$ cat config.mk
export PLATFORM = sky130hd
export DESIGN_NAME = ssu_top
export DESIGN_NICKNAME = d
export VERILOG_FILES = /design/src/hw/ssu_pkg.sv /design/src/hw/ssu_sync3.sv /design/src/hw/ssu_top.sv
export SDC_FILE = /design/constraint.sdc
export NUM_CORES = 1
export LEC_CHECK = 0
export BUFFER_PORTS_ARGS = -buffer_cell sky130_fd_sc_hd__buf_2
export CORE_MARGIN = 3
export CORE_UTILIZATION = 51
export DETAILED_ROUTE_END_ITERATION = 8
export PLACE_DENSITY = 0.88
export SETUP_SLACK_MARGIN = 0.15
export SKIP_CTS_REPAIR_TIMING = 1
export SLEW_MARGIN = 10
export SYNTH_ARGS = -nofsm -noshare
export SYNTH_HDL_FRONTEND = slang
export SYNTH_SLANG_ARGS = --single-unit
$ cat constraint.sdc
create_clock -name pclk -period 2.9 [get_ports pclk]
set_input_delay 0.87 -clock pclk [delete_from_list [all_inputs] [get_ports pclk]]
set_output_delay 0.87 -clock pclk [all_outputs]
set_load 0.01 [all_outputs]
$ cat src/hw/ssu_pkg.sv
/*
 * Package for the synchronous serial unit: register offsets, field
 * positions, reset values and the mode enumeration.
 * Assumes an APB slave with 32-bit data, one register per aligned word.
 */
`default_nettype none
package ssu_pkg;
	localparam logic [7:0] SSU_CTRL_OFS   = 8'h00;
	localparam logic [7:0] SSU_STAT_OFS   = 8'h04;
	localparam logic [7:0] SSU_RXDATA_OFS = 8'h08;
	localparam logic [7:0] SSU_TXDATA_OFS = 8'h0C;
	localparam logic [7:0] SSU_IEN_OFS    = 8'h10;
	// Control register fields
	localparam int SSU_C_PORT_EN  = 0;
	localparam int SSU_C_CLOCKED  = 1;
	localparam int SSU_C_HOST     = 2;
	localparam int SSU_C_SINGLE_RECEIVE_ENABLE     = 3;
	localparam int SSU_C_CONTINUOUS_RECEIVE_ENABLE     = 4;
	localparam int SSU_C_TRANSMIT_ENABLE     = 5;
	localparam int SSU_C_RX9      = 6;
	localparam int SSU_C_TX9      = 7;
	localparam int SSU_C_TRANSMIT_NINTH_BIT     = 8;
	localparam int SSU_C_POL      = 9;
	localparam int SSU_C_SLEEP    = 10;
	localparam int SSU_CTRL_W     = 11;
	localparam logic [10:0] SSU_CTRL_RST = 11'h000;
	// Status register fields
	localparam int SSU_S_RECEIVE_NINTH_BIT     = 0;
	localparam int SSU_S_OVERRUN  = 1;
	localparam int SSU_S_RXREADY  = 2;
	localparam int SSU_S_TXFREE   = 3;
	localparam int SSU_S_TSR_EMPTY = 4;
	localparam int SSU_S_COUNT    = 5;
	// Interrupt enable fields
	localparam int SSU_I_RX       = 0;
	localparam int SSU_I_TX       = 1;
	localparam int SSU_I_PERIPH   = 2;
	localparam logic [2:0] SSU_IEN_RST = 3'h0;
	// Host clock half period in pclk cycles
	localparam logic [7:0] SSU_HALF_PERIOD = 8'h04;
	localparam int SSU_FIFO_DEPTH = 2;
	typedef enum logic [1:0] {
		SSU_MODE_OFF,
		SSU_MODE_HOST,
		SSU_MODE_CLIENT
	} ssu_mode_e;
endpackage : ssu_pkg
`default_nettype wire

$ cat src/hw/ssu_sync3.sv
/*
 * Input conditioner for pins from outside the pclk domain.
 * Assumes pclk is much faster than the link clock.
 */
`default_nettype none
module ssu_sync3 (
	input  wire logic pclk,
	input  wire logic presetn,
	input  wire logic ce,
	input  wire logic din,
	output logic      dout
);
	logic [2:0] sh_reg;
	logic [2:0] sh_next;
	logic       out_reg;
	logic       out_next;

	always_comb begin
		sh_next  = {sh_reg[1:0], din};
		out_next = (sh_reg[2] == sh_reg[1]) ? sh_reg[1] : out_reg;
	end

	always_ff @(posedge pclk or negedge presetn) begin
		if (!presetn) begin
			sh_reg  <= 3'h0;
			out_reg <= 1'b0;
		end else if (ce) begin
			sh_reg  <= sh_next;
			out_reg <= out_next;
		end
	end

	assign dout = out_reg;
endmodule : ssu_sync3
`default_nettype wire

$ cat src/hw/ssu_top.sv
/*
 * Synchronous (clocked, half-duplex) serial unit with an APB register
 * file. Host mode makes the link clock from pclk; client mode samples
 * the remote link clock through a three-stage conditioner and shifts
 * on its edges. Assumes the link clock is slower than pclk / 6.
 */
`default_nettype none

module ssu_top
	import ssu_pkg::*;
#(
	parameter int DEPTH = SSU_FIFO_DEPTH
) (
	input  wire logic        pclk,
	input  wire logic        presetn,
	input  wire logic        clk_en,
	input  wire logic        psel,
	input  wire logic        penable,
	input  wire logic        pwrite,
	input  wire logic [7:0]  paddr,
	input  wire logic [31:0] pwdata,
	output logic      [31:0] prdata,
	output logic             pready,
	output logic             pslverr,
	input  wire logic        clock_line_in,
	output logic             clock_line_out,
	output logic             clock_line_oe,
	input  wire logic        data_line_in,
	output logic             data_line_out,
	output logic             data_line_oe,
	output logic             wake_request
);
	if (DEPTH != 2) begin : g_bad_depth
		$error("ssu_top: receive FIFO depth must be 2");
	end

	logic [SSU_CTRL_W-1:0] ctrl_reg, ctrl_next;
	logic [2:0]  ien_reg, ien_next;
	logic [8:0]  fifo_reg [DEPTH];
	logic [8:0]  fifo_next [DEPTH];
	logic [1:0]  cnt_reg, cnt_next;
	logic        ovr_reg, ovr_next;
	logic [8:0]  hold_reg, hold_next;
	logic        hold_full_reg, hold_full_next;
	logic [8:0]  tsr_reg, tsr_next;
	logic        tsr_busy_reg, tsr_busy_next;
	logic [8:0]  rsr_reg, rsr_next;
	logic [3:0]  bit_reg, bit_next;
	logic        txfree_reg, txfree_next;
	logic        ck_reg, ck_next;
	logic        dout_reg, dout_next;
	logic [7:0]  div_reg, div_next;
	logic        lclk_prev_reg;
	logic [31:0] rdata_reg, rdata_next;

	logic      lclk_s, data_s;
	ssu_mode_e mode;
	logic      rx_mode, continuous_receive_enable_eff, lead, trail, nbits9, rx_done;
	logic      wr, rd, fifo_pop, tx_write;
	logic [3:0] nbits;

	ssu_sync3 u_ck (
		.pclk    (pclk),
		.presetn (presetn),
		.ce      (clk_en),
		.din     (clock_line_in),
		.dout    (lclk_s)
	);
	ssu_sync3 u_dt (
		.pclk    (pclk),
		.presetn (presetn),
		.ce      (clk_en),
		.din     (data_line_in),
		.dout    (data_s)
	);

	function automatic logic sel(input logic [7:0] a, input logic [7:0] o);
		return a == o;
	endfunction : sel

	always_comb begin
		wr = psel && penable && pwrite;
		rd = psel && penable && !pwrite;
		if (!ctrl_reg[SSU_C_PORT_EN] || !ctrl_reg[SSU_C_CLOCKED]) begin
			mode = SSU_MODE_OFF;
		end else if (ctrl_reg[SSU_C_HOST]) begin
			mode = SSU_MODE_HOST;
		end else begin
			mode = SSU_MODE_CLIENT;
		end
		continuous_receive_enable_eff = (mode == SSU_MODE_CLIENT) ? ctrl_reg[SSU_C_CONTINUOUS_RECEIVE_ENABLE]
			: ctrl_reg[SSU_C_CONTINUOUS_RECEIVE_ENABLE] || ctrl_reg[SSU_C_SINGLE_RECEIVE_ENABLE];
		rx_mode = ctrl_reg[SSU_C_CONTINUOUS_RECEIVE_ENABLE] || ctrl_reg[SSU_C_SINGLE_RECEIVE_ENABLE];
		nbits9 = rx_mode ? ctrl_reg[SSU_C_RX9] : ctrl_reg[SSU_C_TX9];
		nbits = nbits9 ? 4'h9 : 4'h8;
		// Leading/trailing edges; selects which pin edge leads
		if (mode == SSU_MODE_CLIENT) begin
			lead  = (lclk_s != lclk_prev_reg)
				&& (lclk_s != ctrl_reg[SSU_C_POL]);
			trail = (lclk_s != lclk_prev_reg)
				&& (lclk_s == ctrl_reg[SSU_C_POL]);
		end else if (mode == SSU_MODE_HOST && div_reg == 8'h00
			&& !ctrl_reg[SSU_C_SLEEP]) begin
			lead  = (ck_reg == ctrl_reg[SSU_C_POL]);
			trail = (ck_reg != ctrl_reg[SSU_C_POL]);
		end else begin
			lead  = 1'b0;
			trail = 1'b0;
		end
		fifo_pop = rd && sel(paddr, SSU_RXDATA_OFS) && cnt_reg != 2'h0;
		tx_write = wr && sel(paddr, SSU_TXDATA_OFS);
	end

	always_comb begin
		ctrl_next = ctrl_reg;
		ien_next = ien_reg;
		fifo_next = fifo_reg;
		cnt_next = cnt_reg;
		ovr_next = ovr_reg;
		hold_next = hold_reg;
		hold_full_next = hold_full_reg;
		tsr_next = tsr_reg;
		tsr_busy_next = tsr_busy_reg;
		rsr_next = rsr_reg;
		bit_next = bit_reg;
		txfree_next = txfree_reg;
		ck_next = ck_reg;
		dout_next = dout_reg;
		div_next = div_reg;
		rx_done = 1'b0;

		if (wr && sel(paddr, SSU_CTRL_OFS)) begin
			ctrl_next = pwdata[SSU_CTRL_W-1:0];
		end
		if (wr && sel(paddr, SSU_IEN_OFS)) begin
			ien_next = pwdata[2:0];
		end
		if (fifo_pop) begin
			fifo_next[0] = fifo_reg[1];
			cnt_next = cnt_reg - 2'h1;
			if (!ctrl_reg[SSU_C_CONTINUOUS_RECEIVE_ENABLE]) begin
				ovr_next = 1'b0;
			end
		end
		if (tx_write) begin
			hold_next = {ctrl_reg[SSU_C_TRANSMIT_NINTH_BIT], pwdata[7:0]};
			hold_full_next = 1'b1;
			txfree_next = 1'b0;
		end
		// Host clock divider
		if (mode == SSU_MODE_HOST) begin
			div_next = (div_reg == 8'h00) ? SSU_HALF_PERIOD - 8'h01
				: div_reg - 8'h01;
		end

		if (rx_mode && mode != SSU_MODE_OFF) begin
			if (mode == SSU_MODE_HOST && (!continuous_receive_enable_eff || ovr_reg)) begin
				ck_next = ctrl_reg[SSU_C_POL];
			end else if (!ovr_reg && continuous_receive_enable_eff && (lead || trail)) begin
				if (mode == SSU_MODE_HOST) begin
					ck_next = !ck_reg;
				end
				if (trail) begin
					rsr_next = {data_s, rsr_reg[8:1]};
					if (bit_reg == nbits - 4'h1) begin
						rx_done = 1'b1;
						bit_next = 4'h0;
						rsr_next = nbits9 ? {data_s, rsr_reg[8:1]}
							: {1'b0, data_s, rsr_reg[8:2]};
					end else begin
						bit_next = bit_reg + 4'h1;
					end
				end
			end
			if (rx_done) begin
				if (cnt_next == 2'h2) begin
					ovr_next = 1'b1;
				end else begin
					fifo_next[cnt_next[0]] = rsr_next;
					cnt_next = cnt_next + 2'h1;
				end
				if (!ctrl_reg[SSU_C_CONTINUOUS_RECEIVE_ENABLE] && mode == SSU_MODE_HOST) begin
					ctrl_next[SSU_C_SINGLE_RECEIVE_ENABLE] = 1'b0;
				end
			end
		end else if (mode != SSU_MODE_OFF && ctrl_reg[SSU_C_TRANSMIT_ENABLE]) begin
			if (!tsr_busy_reg && hold_full_reg) begin
				tsr_next = hold_reg;
				tsr_busy_next = 1'b1;
				// A write in the same cycle keeps the new byte pending
				hold_full_next = tx_write;
				txfree_next = !tx_write;
				bit_next = 4'h0;
			end else if (tsr_busy_reg && (lead || trail)) begin
				if (mode == SSU_MODE_HOST) begin
					ck_next = !ck_reg;
				end
				if (lead) begin
					dout_next = tsr_reg[0];
				end else begin
					tsr_next = {1'b0, tsr_reg[8:1]};
					if (bit_reg == nbits - 4'h1) begin
						tsr_busy_next = 1'b0;
						bit_next = 4'h0;
					end else begin
						bit_next = bit_reg + 4'h1;
					end
				end
			end
		end else begin
			ck_next = ctrl_reg[SSU_C_POL];
			bit_next = 4'h0;
		end

		// clearing continuous receive or port enable ends overrun
		if (!ctrl_reg[SSU_C_PORT_EN]) begin
			ovr_next = 1'b0;
			cnt_next = 2'h0;
			hold_full_next = 1'b0;
			tsr_busy_next = 1'b0;
			txfree_next = 1'b1;
			bit_next = 4'h0;
			ctrl_next[SSU_C_SINGLE_RECEIVE_ENABLE] = ctrl_next[SSU_C_SINGLE_RECEIVE_ENABLE] && wr;
		end else if (ovr_reg && ctrl_reg[SSU_C_CONTINUOUS_RECEIVE_ENABLE]
			&& !ctrl_next[SSU_C_CONTINUOUS_RECEIVE_ENABLE]) begin
			ovr_next = 1'b0;
		end
	end

	always_comb begin
		rdata_next = 32'h0000_0000;
		if (sel(paddr, SSU_CTRL_OFS)) begin
			rdata_next[SSU_CTRL_W-1:0] = ctrl_reg;
		end else if (sel(paddr, SSU_STAT_OFS)) begin
			rdata_next[SSU_S_RECEIVE_NINTH_BIT] = fifo_reg[0][8];
			rdata_next[SSU_S_OVERRUN] = ovr_reg;
			rdata_next[SSU_S_RXREADY] = cnt_reg != 2'h0;
			rdata_next[SSU_S_TXFREE] = txfree_reg;
			rdata_next[SSU_S_TSR_EMPTY] = !tsr_busy_reg;
			rdata_next[SSU_S_COUNT+1:SSU_S_COUNT] = cnt_reg;
		end else if (sel(paddr, SSU_RXDATA_OFS)) begin
			rdata_next[7:0] = fifo_reg[0][7:0];
		end else if (sel(paddr, SSU_IEN_OFS)) begin
			rdata_next[2:0] = ien_reg;
		end
	end

	always_ff @(posedge pclk or negedge presetn) begin
		if (!presetn) begin
			ctrl_reg <= SSU_CTRL_RST;
			ien_reg <= SSU_IEN_RST;
			for (int i = 0; i < DEPTH; i++) begin
				fifo_reg[i] <= 9'h000;
			end
			cnt_reg <= 2'h0;
			ovr_reg <= 1'b0;
			hold_reg <= 9'h000;
			hold_full_reg <= 1'b0;
			tsr_reg <= 9'h000;
			tsr_busy_reg <= 1'b0;
			rsr_reg <= 9'h000;
			bit_reg <= 4'h0;
			txfree_reg <= 1'b1;
			ck_reg <= 1'b0;
			dout_reg <= 1'b0;
			div_reg <= 8'h00;
			lclk_prev_reg <= 1'b0;
			rdata_reg <= 32'h0000_0000;
		end else if (clk_en) begin
			ctrl_reg <= ctrl_next;
			ien_reg <= ien_next;
			fifo_reg <= fifo_next;
			cnt_reg <= cnt_next;
			ovr_reg <= ovr_next;
			hold_reg <= hold_next;
			hold_full_reg <= hold_full_next;
			tsr_reg <= tsr_next;
			tsr_busy_reg <= tsr_busy_next;
			rsr_reg <= rsr_next;
			bit_reg <= bit_next;
			txfree_reg <= txfree_next;
			ck_reg <= ck_next;
			dout_reg <= dout_next;
			div_reg <= div_next;
			lclk_prev_reg <= lclk_s;
			rdata_reg <= rdata_next;
		end
	end

	always_comb begin
		prdata = rdata_reg;
		pready = 1'b1;
		pslverr = psel && penable && !(sel(paddr, SSU_CTRL_OFS)
			|| sel(paddr, SSU_STAT_OFS) || sel(paddr, SSU_RXDATA_OFS)
			|| sel(paddr, SSU_TXDATA_OFS) || sel(paddr, SSU_IEN_OFS));
		clock_line_out = ck_reg;
		clock_line_oe = mode == SSU_MODE_HOST;
		data_line_out = dout_reg;
		data_line_oe = mode != SSU_MODE_OFF && !rx_mode
			&& ctrl_reg[SSU_C_TRANSMIT_ENABLE];
		wake_request = (ien_reg[SSU_I_RX] && cnt_reg != 2'h0)
			|| (ien_reg[SSU_I_TX] && ien_reg[SSU_I_PERIPH] && txfree_reg);
	end
endmodule : ssu_top
`default_nettype wire

==> impl_metrics.ini <==
[die]
dieArea_mm2 = 0.01149
start_util_pct = 52.96
fp.dieW_um = 107.2
ios = 87
rows = 36
core_area_mm2 = 0.009864
dieHeight_um = 107.2

[layout]
fin_cells = 721
drive_above_1_share_pct = 29.25
diodes = 0
layout-area-overhead-vs-synth_pct = 17.37
layout.nets = 637

[placed_design]
gp_congestion = 0.9534
hpwl_um = 9233
numPortBuffers = 43
dp_cells = 697

[sta]
finClkSkew_ps = 11.79
finalHoldViolCount = 0
final_max_slew_viol_count = 0
max_clock_freq_ghz = 0.3477
slew_headroom_pct = 51.48
finalCritPeriodShare_pct = 99.17
period_minus_slack_ps = 2876
worst_pin_slew_ps = 727.9
rsz0062_at_grt = true
setup_violations = 0

[critical_path]
ff2ff_path_depth = 13
r2r_slack_ps = 60
cp.required_ps = 3170
crit_fanout = 5
crit_path_max_incr_delay_ps = 320
path_cells = buf_4 -> nor4b_4 -> nand3_2 -> or2_4 -> a21oi_4 -> inv_2 -> ha_4 -> a2111oi_4 -> and4_4 -> buf_6 -> nor2_1 -> a221o_1
critPathSlowestCell = and4_4
cp-end-kind = flip-flop
arrival_ps = 3150
critical_path_class = in2reg
start_kind = primary input

[synthesis]
yosys.area.top_type = dfrtp_1
ys_ff_latch = 99
synthCells = 515
synth_common_cells = dfrtp_1 (98), nor2_1 (49), o21ai_0 (44)
ys_types = 62
synth_top_area_share_pct = 46.95
synthTopCellsByArea = dfrtp_1 (47%), mux2_2 (8.2%), o21ai_0 (4.2%), mux2i_1 (3.8%), a21oi_1 (3.6%)
async_flop_share_pct = 100.0
synth-edff-count = 0
synth_ff_type = dfrtp_1
avgSynthCellArea_um2 = 10.14
synth_area_mm2 = 0.005224
seq_area_frac_synth_pct = 47.45
synth_most_common_cell = dfrtp_1
yosys_warnings = 0

[run]
maxCapViolCount = 0

[grt]
grt_use_met2_pct = 37.58
overflow = 0
grtUsageMet1_pct = 28.46
antenna_found_initial = 0
grt_pass1_vias = 4076
grt_pass1_wl_um = 20110
grt_use_met3_pct = 4.455
grt_usage_pct = 22.45
grt.busiest_layer = met2
grt_max_degree = 57

[status]
status = finished clean

[pwr]
p_per_area_mw_per_mm2 = 432.7
p_leak_uw = 0.002887
p_total_uw = 2653
ir_worst_vdd_uv = 250.7

[cts]
clk_latency_ps = 390
cts_root_buf = clkbuf_8
numCtsBuffers = 9
cts_tree = built
path_clk_slew_ps = 90
cts_buffer_depth = 2
clkSinkCount = 99
htreeDepth = 3

[worst_hold_path]
hold_path.class = reg2reg
min_path_cells = 1

[detailed_routing]
wire_per_inst_um = 17.68
firstDrtPassIters = 5
wl_um = 12750
dr.first_iter.drc_count = 323
drc_errors = 0
vias = 4266
drtAntennaViolNets = 0
viasPerCell = 5.917
## cells in the final DEF, fill, tap and decap left out, types with 3 or more instances in the layout
master / netlist / final
o21ai_0: 44 / 43
conb_1: 2 / 22
nor4_1: 3 / 3
nor2b_1: 4 / 4
inv_1: 19 / 18
clkbuf_8: 0 / 9
dfrtp_1: 98 / 98
mux2_2: 38 / 38
and2_1: 3 / 3
o21a_1: 4 / 4
mux2i_1: 20 / 20
a31oi_1: 7 / 7
buf_2: 3 / 39
mux2_1: 8 / 4
o22ai_1: 5 / 5
nand4_1: 5 / 5
buf_4: 23 / 40
ha_1: 6 / 4
clkinvlp_4: 0 / 3
buf_6: 1 / 3
a21oi_1: 38 / 37
o2bb2ai_1: 9 / 9
nor3b_1: 3 / 3
a221o_1: 9 / 9
nor3_1: 5 / 5
a21o_1: 4 / 4
nor2_1: 49 / 46
nand2_1: 31 / 30
mux2_4: 1 / 5
nand3_1: 10 / 9
## path summary, 6_finish.rpt
kind | start | endpoint
setup / recovery | pwrite | fifo_reg[9]
hold / removal | prdata[3] | prdata[3]
setup reg to reg | cnt_reg[0] | fifo_reg[9]
hold reg to reg | prdata[3] | prdata[3]
max in group asynchronous | presetn | tsr_reg[3]
min in group asynchronous | presetn | u_ck.sh_reg[2]
## where the power goes
group	total (µW)	switching [µW]	internal, µW
combinational	197	117	79.7
clock	999	508	491
sequential	1460	43.6	1410
## layer usage
layer  part of all wire (%)  up-vias  wire length (µm)
met5                      0        -                 0
met4                    2.7        0               348
met3                    7.2       34               918
met2                     50      206              6335
met1                     40     2072              5142
li1                       -     1954                 -
## stage by stage
stage	TNS [ps]	instance area, µm²	hold WS, ps	util, %	setup WS (ps)
floorplan	-2498	5384	449.2	-	-196.6
CTS	-85.73	5954	497.2	60.36	-23.68
detailed placement	-6256	5731	471.6	58.09	-382.3
global placement	-4947	5731	467.0	58.09	-319.8
global route	-183.9	6131	509.8	62.15	-39.48
finish	0	6131	491.2	62.15	24.13
## final cells by class
cell class | count | area [µm²]
repair buffers | 84 | 564.3
flip-flops and latches | 99 | 2479
clock buffers | 9 | 123.9
well taps | 133 | 166.4
fillers | 753 | 3734
inverters | 19 | 71.32
multi-input cells | 370 | 2626
clock inverters | 7 | 100.1
## cell families (layout without fill, tap and decap cells)
kind of cell               count (synthesis)  after routing  share of synthesized area [%]
xor gates and xnor gates                   4              4                         0.6708
AOI/OAI and AO/OA                        135            135                          16.31
buffers and inverters                     66            119                          6.611
muxes                                     67             67                          14.04
and+or+nand+nor                          136            136                          13.34
other                                      2             22                         0.1438
DFF                                       99             99                          47.45
adders and majority gates                  6              6                          1.437
## critical path, delay by kind of cell
kind | cells | cell delay [ps]
AO/OA/AOI/OAI | 3 | 690
adder cells (fa/ha/maj) | 1 | 180
buffers and inverters | 3 | 340
AND/OR/NAND/NOR | 5 | 1060
No activity file was read; power rests on OpenSTA's default activity.
